===== src/hdl/dpi_pkg.sv =====
package dpi_pkg;

  localparam int          HP_W      = 4;
  localparam int          INTX_W    = 4;
  localparam int          INTA_IDX  = 0;
  localparam int          ADDR_W    = 64;
  localparam int          DATA_W    = 16;
  localparam int          SYNC_LEN  = 2;
  localparam logic [1:0]  SYNC_RST  = 2'h0;
  localparam logic [3:0]  INTX_NONE = 4'h0;

  typedef enum logic [1:0] {
    MSI_IDLE = 2'b01,
    MSI_SEND = 2'b10
  } dpi_msi_st_t;

  typedef struct packed {
    logic [ADDR_W-1:0] addr;
    logic [DATA_W-1:0] data;
  } dpi_msi_t;

  typedef struct packed {
    logic        cond;
    dpi_msi_st_t st;
    logic        again;
    dpi_msi_t    msi;
    logic        as_req;
    logic        de_req;
  } dpi_gen_state_t;

  typedef struct packed {
    logic              own_a;
    logic [INTX_W-1:0] agg;
    logic [INTX_W-1:0] up_as;
    logic [INTX_W-1:0] up_de;
  } dpi_agg_state_t;

  localparam dpi_gen_state_t GEN_RST = '{
    cond: 1'b0, st: MSI_IDLE, again: 1'b0, msi: '0,
    as_req: 1'b0, de_req: 1'b0};

  localparam dpi_agg_state_t AGG_RST = '{
    own_a: 1'b0, agg: INTX_NONE, up_as: INTX_NONE, up_de: INTX_NONE};

endpackage


===== src/hdl/dpi_irq_gen.sv =====
`timescale 1ns/10ps
module dpi_irq_gen (
  input  wire logic                       clk_sys,
  input  wire logic                       arst_n,
  input  wire logic [dpi_pkg::HP_W-1:0]   hp_status,
  input  wire logic [dpi_pkg::HP_W-1:0]   hp_int_en,
  input  wire logic                       hp_master_en,
  input  wire logic                       bw_mgmt_status,
  input  wire logic                       bw_mgmt_int_en,
  input  wire logic                       autonomous_bw_status,
  input  wire logic                       autonomous_bw_int_en,
  input  wire logic                       msi_enable,
  input  wire logic                       intx_disable,
  input  wire logic [31:0]                msi_addr_low,
  input  wire logic [31:0]                msi_addr_high,
  input  wire logic [dpi_pkg::DATA_W-1:0] msi_data,
  input  wire logic                       link_dl_down,
  input  wire logic                       port_in_partition,
  input  wire logic [dpi_pkg::INTX_W-1:0] ext_intx,
  output wire logic                       core_inta_assert,
  output wire logic                       core_inta_deassert,
  output wire logic                       up_msi_valid,
  input  wire logic                       up_msi_ready,
  output wire dpi_pkg::dpi_msi_t          up_msi,
  output wire logic [dpi_pkg::INTX_W-1:0] up_intx_assert,
  output wire logic [dpi_pkg::INTX_W-1:0] up_intx_deassert,
  output wire logic [dpi_pkg::INTX_W-1:0] intx_agg_state,
  output wire logic                       irq_cond
);
  import dpi_pkg::*;

  logic [SYNC_LEN-1:0] rst_sync;
  logic                rst_n;
  dpi_gen_state_t      s_reg;
  dpi_gen_state_t      s_next;
  logic                cond_now;
  logic                rise;
  logic                fall;
  logic                legacy_ok;
  dpi_msi_t            fresh;

  // release is delayed two edges so all state leaves reset together
  always_ff @(posedge clk_sys or negedge arst_n) begin
    if (!arst_n) begin
      rst_sync <= SYNC_RST;
    end else begin
      rst_sync <= {rst_sync[SYNC_LEN-2:0], 1'b1};
    end
  end
  assign rst_n = rst_sync[SYNC_LEN-1];

  assign cond_now = (hp_master_en && |(hp_status & hp_int_en)) ||
                    (bw_mgmt_status && bw_mgmt_int_en) ||
                    (autonomous_bw_status && autonomous_bw_int_en);

  assign rise      = cond_now && !s_reg.cond;
  assign fall      = !cond_now && s_reg.cond;
  assign legacy_ok = !msi_enable && !intx_disable;

  assign fresh = {msi_addr_high, msi_addr_low, msi_data};

  always_comb begin
    s_next = s_reg;
    s_next.cond   = cond_now;
    s_next.as_req = rise && legacy_ok;
    s_next.de_req = fall && legacy_ok;
    case (s_reg.st)
      MSI_IDLE: begin
        if (rise && msi_enable) begin
          s_next.st  = MSI_SEND;
          s_next.msi = fresh;
        end
      end
      MSI_SEND: begin
        // a new assertion while one is still queued is kept, not dropped
        if (up_msi_ready) begin
          if (s_reg.again || (rise && msi_enable)) begin
            s_next.msi   = fresh;
            s_next.again = 1'b0;
          end else begin
            s_next.st = MSI_IDLE;
          end
        end else if (rise && msi_enable) begin
          s_next.again = 1'b1;
        end
      end
      default: begin
        s_next = GEN_RST;
      end
    endcase
  end

  always_ff @(posedge clk_sys or negedge rst_n) begin
    if (!rst_n) begin
      s_reg <= GEN_RST;
    end else begin
      s_reg <= s_next;
    end
  end

  assign core_inta_assert   = s_reg.as_req;
  assign core_inta_deassert = s_reg.de_req;
  assign up_msi_valid       = (s_reg.st == MSI_SEND);
  assign up_msi             = s_reg.msi;
  assign irq_cond           = s_reg.cond;

  dpi_intx_agg u_agg (
    .clk_sys     (clk_sys),
    .rst_n       (rst_n),
    .own_set     (s_reg.as_req),
    .own_clr     (s_reg.de_req),
    .ext_intx    (ext_intx),
    .port_up     (port_in_partition && !link_dl_down),
    .up_assert   (up_intx_assert),
    .up_deassert (up_intx_deassert),
    .agg_state   (intx_agg_state)
  );
endmodule


===== src/hdl/dpi_intx_agg.sv =====
`timescale 1ns/10ps
module dpi_intx_agg (
  input  wire logic                       clk_sys,
  input  wire logic                       rst_n,
  input  wire logic                       own_set,
  input  wire logic                       own_clr,
  input  wire logic [dpi_pkg::INTX_W-1:0] ext_intx,
  input  wire logic                       port_up,
  output wire logic [dpi_pkg::INTX_W-1:0] up_assert,
  output wire logic [dpi_pkg::INTX_W-1:0] up_deassert,
  output wire logic [dpi_pkg::INTX_W-1:0] agg_state
);
  import dpi_pkg::*;

  dpi_agg_state_t    s_reg;
  dpi_agg_state_t    s_next;
  logic              own_now;
  logic [INTX_W-1:0] lvl;

  // set and clear never arrive together; port loss wins over both
  assign own_now = port_up && ((s_reg.own_a || own_set) && !own_clr);

  genvar gi;
  generate
    for (gi = 0; gi < INTX_W; gi++) begin : g_wire
      if (gi == INTA_IDX) begin : g_own
        assign lvl[gi] = port_up && (ext_intx[gi] || own_now);
      end else begin : g_ext
        assign lvl[gi] = port_up && ext_intx[gi];
      end
    end
  endgenerate

  always_comb begin
    s_next = s_reg;
    s_next.own_a = own_now;
    s_next.agg   = lvl;
    s_next.up_as = lvl & ~s_reg.agg;
    s_next.up_de = ~lvl & s_reg.agg;
  end

  always_ff @(posedge clk_sys or negedge rst_n) begin
    if (!rst_n) begin
      s_reg <= AGG_RST;
    end else begin
      s_reg <= s_next;
    end
  end

  assign up_assert   = s_reg.up_as;
  assign up_deassert = s_reg.up_de;
  assign agg_state   = s_reg.agg;
endmodule


===== config.mk =====
export PLATFORM = sky130hd
export DESIGN_NAME = dpi_irq_gen
export DESIGN_NICKNAME = d
export VERILOG_FILES = /design/src/hdl/dpi_pkg.sv /design/src/hdl/dpi_irq_gen.sv /design/src/hdl/dpi_intx_agg.sv
export SDC_FILE = /design/constraint.sdc
export NUM_CORES = 1
export LEC_CHECK = 0
export BUFFER_PORTS_ARGS = -buffer_cell sky130_fd_sc_hd__buf_4
export CORE_UTILIZATION = 45
export DETAILED_ROUTE_END_ITERATION = 6
export PLACE_DENSITY = 0.75
export SYNTH_ARGS = -nofsm -noshare
export SYNTH_HDL_FRONTEND = slang
export SYNTH_SLANG_ARGS = --single-unit
export TNS_END_PERCENT = 30

===== constraint.sdc =====
create_clock -name clk_sys -period 8.45 [get_ports clk_sys]
set_input_delay 1.2675 -clock clk_sys [delete_from_list [all_inputs] [get_ports clk_sys]]
set_output_delay 1.2675 -clock clk_sys [all_outputs]
set_load 0.05 [all_outputs]

Word level (Yosys, flattened, before mapping)
Cells that the tools add are included.

word-level totals
  flip-flop bits (word level) = 101
  bits of input ports = 104
  logic and storage cells = 71

operators by class
  reductions and logical operators = 32
  bitwise logic cells = 6
  equal/unequal tests = 8
  multiplexer cells = 13

operator list
  operator                                        number
  two-way mux 80 bit                              2
  case mux 80 bit (2 select lines)                1
  two-way mux 81 bit                              1
  logical AND 1 bit                               16
  bitwise AND 4 bit                               3
  AND reduction 3 bit                             3
  two-way mux 2 bit                               4
  inverter 4 bit                                  2
  logical NOT 1 bit                               6
  logical OR 1 bit                                5
  != test 2 x 1 -> 1 bit (second input constant)  2
  != test 2 bit (second input constant)           2
  case mux 2 bit (2 select lines)                 1
  OR reduction 4 bit                              1
  two-way mux 1 bit                               3
  != test 3 x 1 -> 1 bit (second input constant)  1
  != test 3 x 2 -> 1 bit (second input constant)  1
  == test 2 x 1 -> 1 bit (second input constant)  1
  == test 2 bit (second input constant)           1
  case mux 1 bit (2 select lines)                 1
  OR reduction 2 bit                              1
  inverter 1 bit                                  1

Logic depth before layout (Yosys ltp)
Gate-level depths: netlist of the first run.

  word-level depth = 11
  mapped depth = 7

By module
A second synthesis of the first run with hierarchy kept.

unflattened totals
  cell total of the unflattened synthesis = 420
  area total of the unflattened synthesis = 5462.7 um2

modules (own cells, without submodules)
  module        area each (um2)  cells each  sequential area each (um2)  instances
  dpi_irq_gen   4939.7           376         2203.4                      1
  dpi_intx_agg  523.0            44          325.3                       1

Worst setup path after synthesis of the first run
Ideal clock, no wire load.

  path type = input to register
  start = input port bw_mgmt_status
  end = register s_reg, in the netlist up_msi[0]
  cell stages on the path = 7
  required time = 8325 ps
  slack = 5745 ps
  arrival time = 2580 ps
  library setup time = 125 ps
  cells stage by stage = a22oi_1 -> nor3b_2 -> o31ai_1 -> a22o_2 -> buf_12 -> buf_12 -> mux2_4

between the ends
  cells in the longest elaborated chain, start to end = 8
  elaborated cells on any way between the ends = 9
  those cells by class = eq/ne (2); reduce/logical (7)

RTL lines
  item                              line                                  text
  start: declaration                dpi_irq_gen.sv:8                      input wire logic bw_mgmt_status,
  logical AND 1 bit *               dpi_irq_gen.sv:53                     (bw_mgmt_status && bw_mgmt_int_en) ||
  logical OR 1 bit *                dpi_irq_gen.sv:52                     assign cond_now = (hp_master_en && |(hp_status & hp_int_en)) ||
  logical OR 1 bit *                dpi_irq_gen.sv:53
  logical AND 1 bit *               dpi_irq_gen.sv:56                     assign rise = cond_now && !s_reg.cond;
  logical AND 1 bit *               dpi_irq_gen.sv:69, dpi_irq_gen.sv:77
  logical OR 1 bit                  dpi_irq_gen.sv:77                     if (s_reg.again || (rise && msi_enable)) begin
  != test 2 x 1 -> 1 bit (no line)  -
  AND reduction 3 bit (no line) *   -
  end signal: assignment            dpi_irq_gen.sv:97                     s_reg <= s_next;
  end: declaration                  dpi_irq_gen.sv:34                     dpi_gen_state_t s_reg;

Every way passes the cells marked *; elsewhere a longest branch is shown, timed or not.
A chain may end at the register's enable or synchronous reset.

Worst setup path in the final report of the first run
  start = input port bw_mgmt_status
  end = register s_reg, in the netlist up_msi[42]

Same word-level chain as after synthesis.

==> results.toml, run 1 <==
[place]
dp_cells = 654
io_buffers = 199
gp_congestion = 0.727
hpwl_um = 7200
pre_cts_ws_ns = 4.54

[sta]
clock_skew_ns = 0.00858
tns_ns = 0
maxSlewViolCount = 0
final.setup.worst_slack_ns = 4.89
finalCritPeriodShare = 0.421
fmax_mhz = 281
finalSetupViolCount = 0
max_slew_margin = 0.445
rsz0062_at_grt = "false"
min_period_ns = 3.56
tightest_slew_ns = 0.833
final-hold-violation-count = 0

[power_and_ir_drop]
power_density_nw_per_um2 = 468
power_uw = 3070
leakage_uw = 0.00344
ir_drop_mv = 0.266

[layout]
nNetsFinal = 628
num_antenna_cells = 0
final_layout_size_suffix_gt1_frac = 0.584
syn_to_final_growth_pct = 20.5
largest_reg_flops = 80
fin_cells = 670
fin_util = 0.564

[critical_path]
startpoint = "bw_mgmt_status"
reg2reg_depth = 6
cp.arrival_ns = 3.77
r2r-start = "irq_cond"
startpoint_type = "input port"
crit_fanout = 44
r2r_end = "up_msi[42]"
cp_data_required_time_ns = 8.66
crit_type = "input port to flop"
end_kind = "flop"
reg2reg_slack_ns = 5.65

[routing]
wl_met1_um = 4390
top_layer_used = "met4"
firstDrtPassIters = 6
drc_errors = 11
wirelength_um = 9960
drtIter0Drc = 118
vias = 3061
post_drt_wl_per_cell_um = 14.9
final_antenna_net_count = 0
wl_met2_um = 4890
wl_met3_um = 580
drt-vias-per-instance = 4.57

[synthesis]
ys_seq_elements = 101
synth_top_area_frac = 0.460
ys_seq_area_frac = 0.465
ys_types = 32
netlist_instances = 419
avgSynthCellArea_um2 = 13.0
syn_area_um2 = 5440
yosysTopAreaCell = "dfrtp_1"
synth_area_leaders = "dfrtp_1 46%, mux2_4 22%, buf_4 13%"
syn_nets = 525
synth_warnings = 0

[grt]
grt_max_degree = 83
overflow = 0
first_global_vias = 3125
grt_antenna_before_repair = 0
grtUsageTotal = 0.160
grt_first_pass_wirelength_um = 15900

[clock_tree]
ctsHoldBuffers = 0
cts.sinks = 101
cts_tree = "yes"
numCtsBuffers = 9
cts_resized = 0
root_buffer = "clkbuf_16"
clockBufferDepth = 2
h-tree-depth = 3
clkLatencyLatePin_ns = 0.33
path_clk_slew_ns = 0.07
cts_setup_buffers = 0

[floorplanning]
chipWidth_um = 112
core-area_um2 = 11600
start_util = 0.468
die_h_um = 112
std_cell_rows = 39
dieArea_um2 = 12500
pin_count = 200

[flow_run]
cap_violations = 0

[outcome]
status = "finished with violations"
failed_checks = "design-rule violations"

[worst_hold_path]
hold_path.class = "flop to asynchronous set/reset pin"
[layout make-up]
| type | count | area (um^2) |
|---|---|---|
| fill | 969 | 5070 |
| sequential | 101 | 2530 |
| multi-input combinational | 201 | 1990 |
| timing repair buffer | 202 | 1520 |
| clock buffer | 10 | 239 |
| tap | 143 | 179 |
| clock inverter | 6 | 68.8 |
| inverter | 7 | 26.3 |
[Yosys cell counts]
library cell and n:
o41ai_1 1, inv_1 7, nor2_1 8, a21oi_2 1, buf_1 1, and2_1 4, buf_4 92, a21boi_0 1
a22oi_1 2, buf_12 9, o21a_1 1, conb_1 1, clkbuf_1 8, dfrtp_1 100, dfstp_2 1, o21ba_2 1
nor3_1 1, nand2b_1 1, mux2_4 80, a22oi_4 1, nand3b_1 1, nor2b_1 81, and3_2 1, nor3b_2 1
a22o_2 1, ha_1 2, a21oi_1 2, nor3b_1 1, o21ai_0 2, o31ai_1 1, nand2_1 4, nor2_2 1
[worst max-delay path by stage]
stage	to	slack [ns]	cells after the start
floorplan	core_inta_assert	5.43	0
global placement	up_msi[35]	4.60	7
detailed placement	up_msi[42]	4.54	7
finish	up_msi[42]	4.89	7
CTS	up_msi[42]	4.90	7
global route	up_msi[42]	4.73	7
[cells in the final DEF (no fill, tap or decap), drive strengths merged, types with 2 or more instances in the layout]
| cell | n |
|---|---|
| nand2 | 4 |
| a21oi | 3 |
| dfrtp | 100 |
| o21ai | 2 |
| clkbuf | 10 |
| nor2 | 9 |
| and2 | 4 |
| ha | 2 |
| nor3b | 2 |
| nor2b | 81 |
| mux2 | 80 |
| buf | 202 |
| a22oi | 3 |
| inv | 10 |
[kinds of logic (layout without fill, tap and decap cells)]
kind of cell	count (synthesis)	in the layout	share of synthesized area
compound gates	14	14	0.0214
fa+ha+maj	2	2	0.00460
buf+inv	117	225	0.171
flops	101	101	0.465
mux	80	80	0.221
other cells	1	1	0.000690
simple gates	104	104	0.116
[worst max-delay path, cell delays in order]
cell and delay, ns:
buf_4 0.11, a22oi_1 0.24, nor3b_2 0.11, o31ai_1 0.28, a22o_4 0.58, buf_4 0.73
mux2_4 0.36
[per-layer routing]
layer  global-route usage  up-vias
li1                     -     1462
met1                0.207     1482
met2                0.266      107
met3               0.0343       10
met4               0.0514        0
met5                    0        -
[per-stage QoR]
step / hold slack (ns) / cell area, um^2
floorplan: 0.331 / 5440
global placement: 0.277 / 6240
detailed placement: 0.289 / 6240
CTS: 0.296 / 6550
global route: 0.320 / 6550
finish: 0.271 / 6550
[power by group]
part           leakage (uW)  internal, uW  switching, uW
Combinational       0.00201           770           1070
Clock              0.000150           241            180
Sequential          0.00128           682            124
Total               0.00344          1690           1370
(Power assumes the default switching activity.)
==> run 2: changes to the inputs <==
==> constraint.sdc (replaced) <==
create_clock -name clk_sys -period 3.64 [get_ports clk_sys]
set_input_delay 0.546 -clock clk_sys [delete_from_list [all_inputs] [get_ports clk_sys]]
set_output_delay 0.546 -clock clk_sys [all_outputs]
set_load 0.05 [all_outputs]
==> results.toml, run 2 (synthesis results as in run 1) <==
[critical_path]
cpMostUsedCell = "buf_4"
reg2reg_depth = 6
startpoint = "bw_mgmt_status"
r2r-start = "irq_cond"
crit_fanout = 24
cp.arrival_ns = 2.48
reg2reg_slack_ns = 1.46
crit_path_cell_trace = "buf_4 > a22oi_1 > nor3b_2 > o31ai_1 > a22o_4 > buf_4 > mux2_4"
critPathSlowestCell = "buf_4"
crit_type = "input port to flop"
r2r_end = "up_msi[2]"
slowest_delay_ns = 0.45
end_kind = "flop"
cp_data_required_time_ns = 3.87
endpoint = "up_msi[2]"
startpoint_type = "input port"

[clock_tree]
clkLatencyLatePin_ns = 0.35
cts_setup_buffers = 0
cts_tree = "yes"
clockBufferDepth = 2
numCtsBuffers = 9
h-tree-depth = 3
cts.sinks = 101
root_buffer = "clkbuf_16"
path_clk_slew_ns = 0.07

[place]
hpwl_um = 7260
pre_cts_ws_ns = 1.01
dp_cells = 655
gp_congestion = 0.758
io_buffers = 199

[grt]
overflow = 0
grt_first_pass_wirelength_um = 16300
grt_max_degree = 83
met2_usage = 0.280
first_global_vias = 3185
busiest_layer = "met2"
grtUsageMet3 = 0.0512
grt_util_met1 = 0.206
grt_antenna_before_repair = 0
grtUsageTotal = 0.168

[routing]
vias = 3107
drtIter0Drc = 121
drc_errors = 11
wirelength_um = 10200
final_antenna_net_count = 0
firstDrtPassIters = 6
drt-vias-per-instance = 4.62
post_drt_wl_per_cell_um = 15.1

[sta]
finalSetupViolCount = 0
rsz0062_at_grt = "false"
final-hold-violation-count = 0
holdWs_ns = 0.353
clock_skew_ns = 0.00879
final.setup.worst_slack_ns = 1.39
max_slew_margin = 0.299
finalCritPeriodShare = 0.619
min_period_ns = 2.25
maxSlewViolCount = 0
fmax_mhz = 444
tightest_slew_ns = 1.05
tns_ns = 0

[worst_hold_path]
hold_path.class = "flop to flop"

[floorplanning]
chipWidth_um = 112
std_cell_rows = 39
start_util = 0.468
dieArea_um2 = 12500
core-area_um2 = 11600
pin_count = 200
die_h_um = 112

[layout]
largest_reg_flops = 80
final_cell_mix = "202 x buf_4, 99 x dfrtp_1, 81 x nor2b_1, 80 x mux2_4, 9 x clkbuf_16"
fin_cells = 672
final_layout_size_suffix_gt1_frac = 0.584
syn_to_final_growth_pct = 21.3
num_antenna_cells = 0
final_common_cell = "buf_4"
nFillCells = 984
nNetsFinal = 630

[outcome]
status = "finished with violations"
failed_checks = "design-rule violations"

[power_and_ir_drop]
leakage_uw = 0.00346
power_density_nw_per_um2 = 1090
power_uw = 7220
ir_drop_mv = 0.800

[flow_run]
cap_violations = 0
## run 2: cell types whose count changed in the layout (fill, tap and decap cells not counted), sizes merged
| cell | change |
|---|---|
| buf | +1 |
| bufinv | +1 |
| clkinv | +2 |
| dlygate4sd3 | +1 |
| inv | -3 |
## run 2: final cells by class
cell class                 count  area [um^2]  share of cell area
sequential                   101         2530               0.384
multi-input combinational    201         1990               0.301
timing repair buffer         204         1550               0.234
clock buffer                  10          239              0.0362
tap                          143          179              0.0271
clock inverter                 6         86.3              0.0131
inverter                       7         26.3             0.00398
## run 2: metal layers
layer | up-vias | wire (um)
met1 | 1516 | 4300
met2 | 118 | 5130
li1 | 1465 | -
met3 | 8 | 643
met5 | - | 0
met4 | 0 | 101
## run 2: per-stage QoR
step                      instance area (um^2)  utilization
final                                     6600        0.568
after global routing                      6600        0.568
after CTS                                 6600        0.568
after detailed placement                  6260        0.539
after global placement                    6260        0.539
after floorplan                           5440            -
## run 2: worst min path at each step
stage	cells after the start	start	end	slack (ns)
2_1_floorplan	0	arst_n	rst_sync[0]	0.25
3_3_place_gp	1	arst_n	rst_sync[0]	0.33
3_5_place_dp	1	arst_n	rst_sync[0]	0.33
4_1_cts	0	rst_sync[0]	rst_sync[1]	0.36
5_1_grt	0	rst_sync[0]	rst_sync[1]	0.37
6_report	0	rst_sync[0]	rst_sync[1]	0.35
## run 2: power by group
| part | switching [uW] | internal (uW) |
|---|---|---|
| logic | 2510 | 1800 |
| clock network | 407 | 619 |
| registers | 295 | 1580 |
| total | 3210 | 4010 |
## run 2: what timing repair did
item	in CTS	in global routing
endpoints found under the setup margin	0	0
hold endpoints to repair	2	0
resized for setup	0	0
hold buffers	1	0
## run 2: critical path: cells and delay by family
family | cells | cell delay [ns]
AO/OA/AOI/OAI | 3 | 0.90
buffers and inverters | 2 | 0.56
multiplexers | 1 | 0.34
AND/OR/NAND/NOR | 1 | 0.11
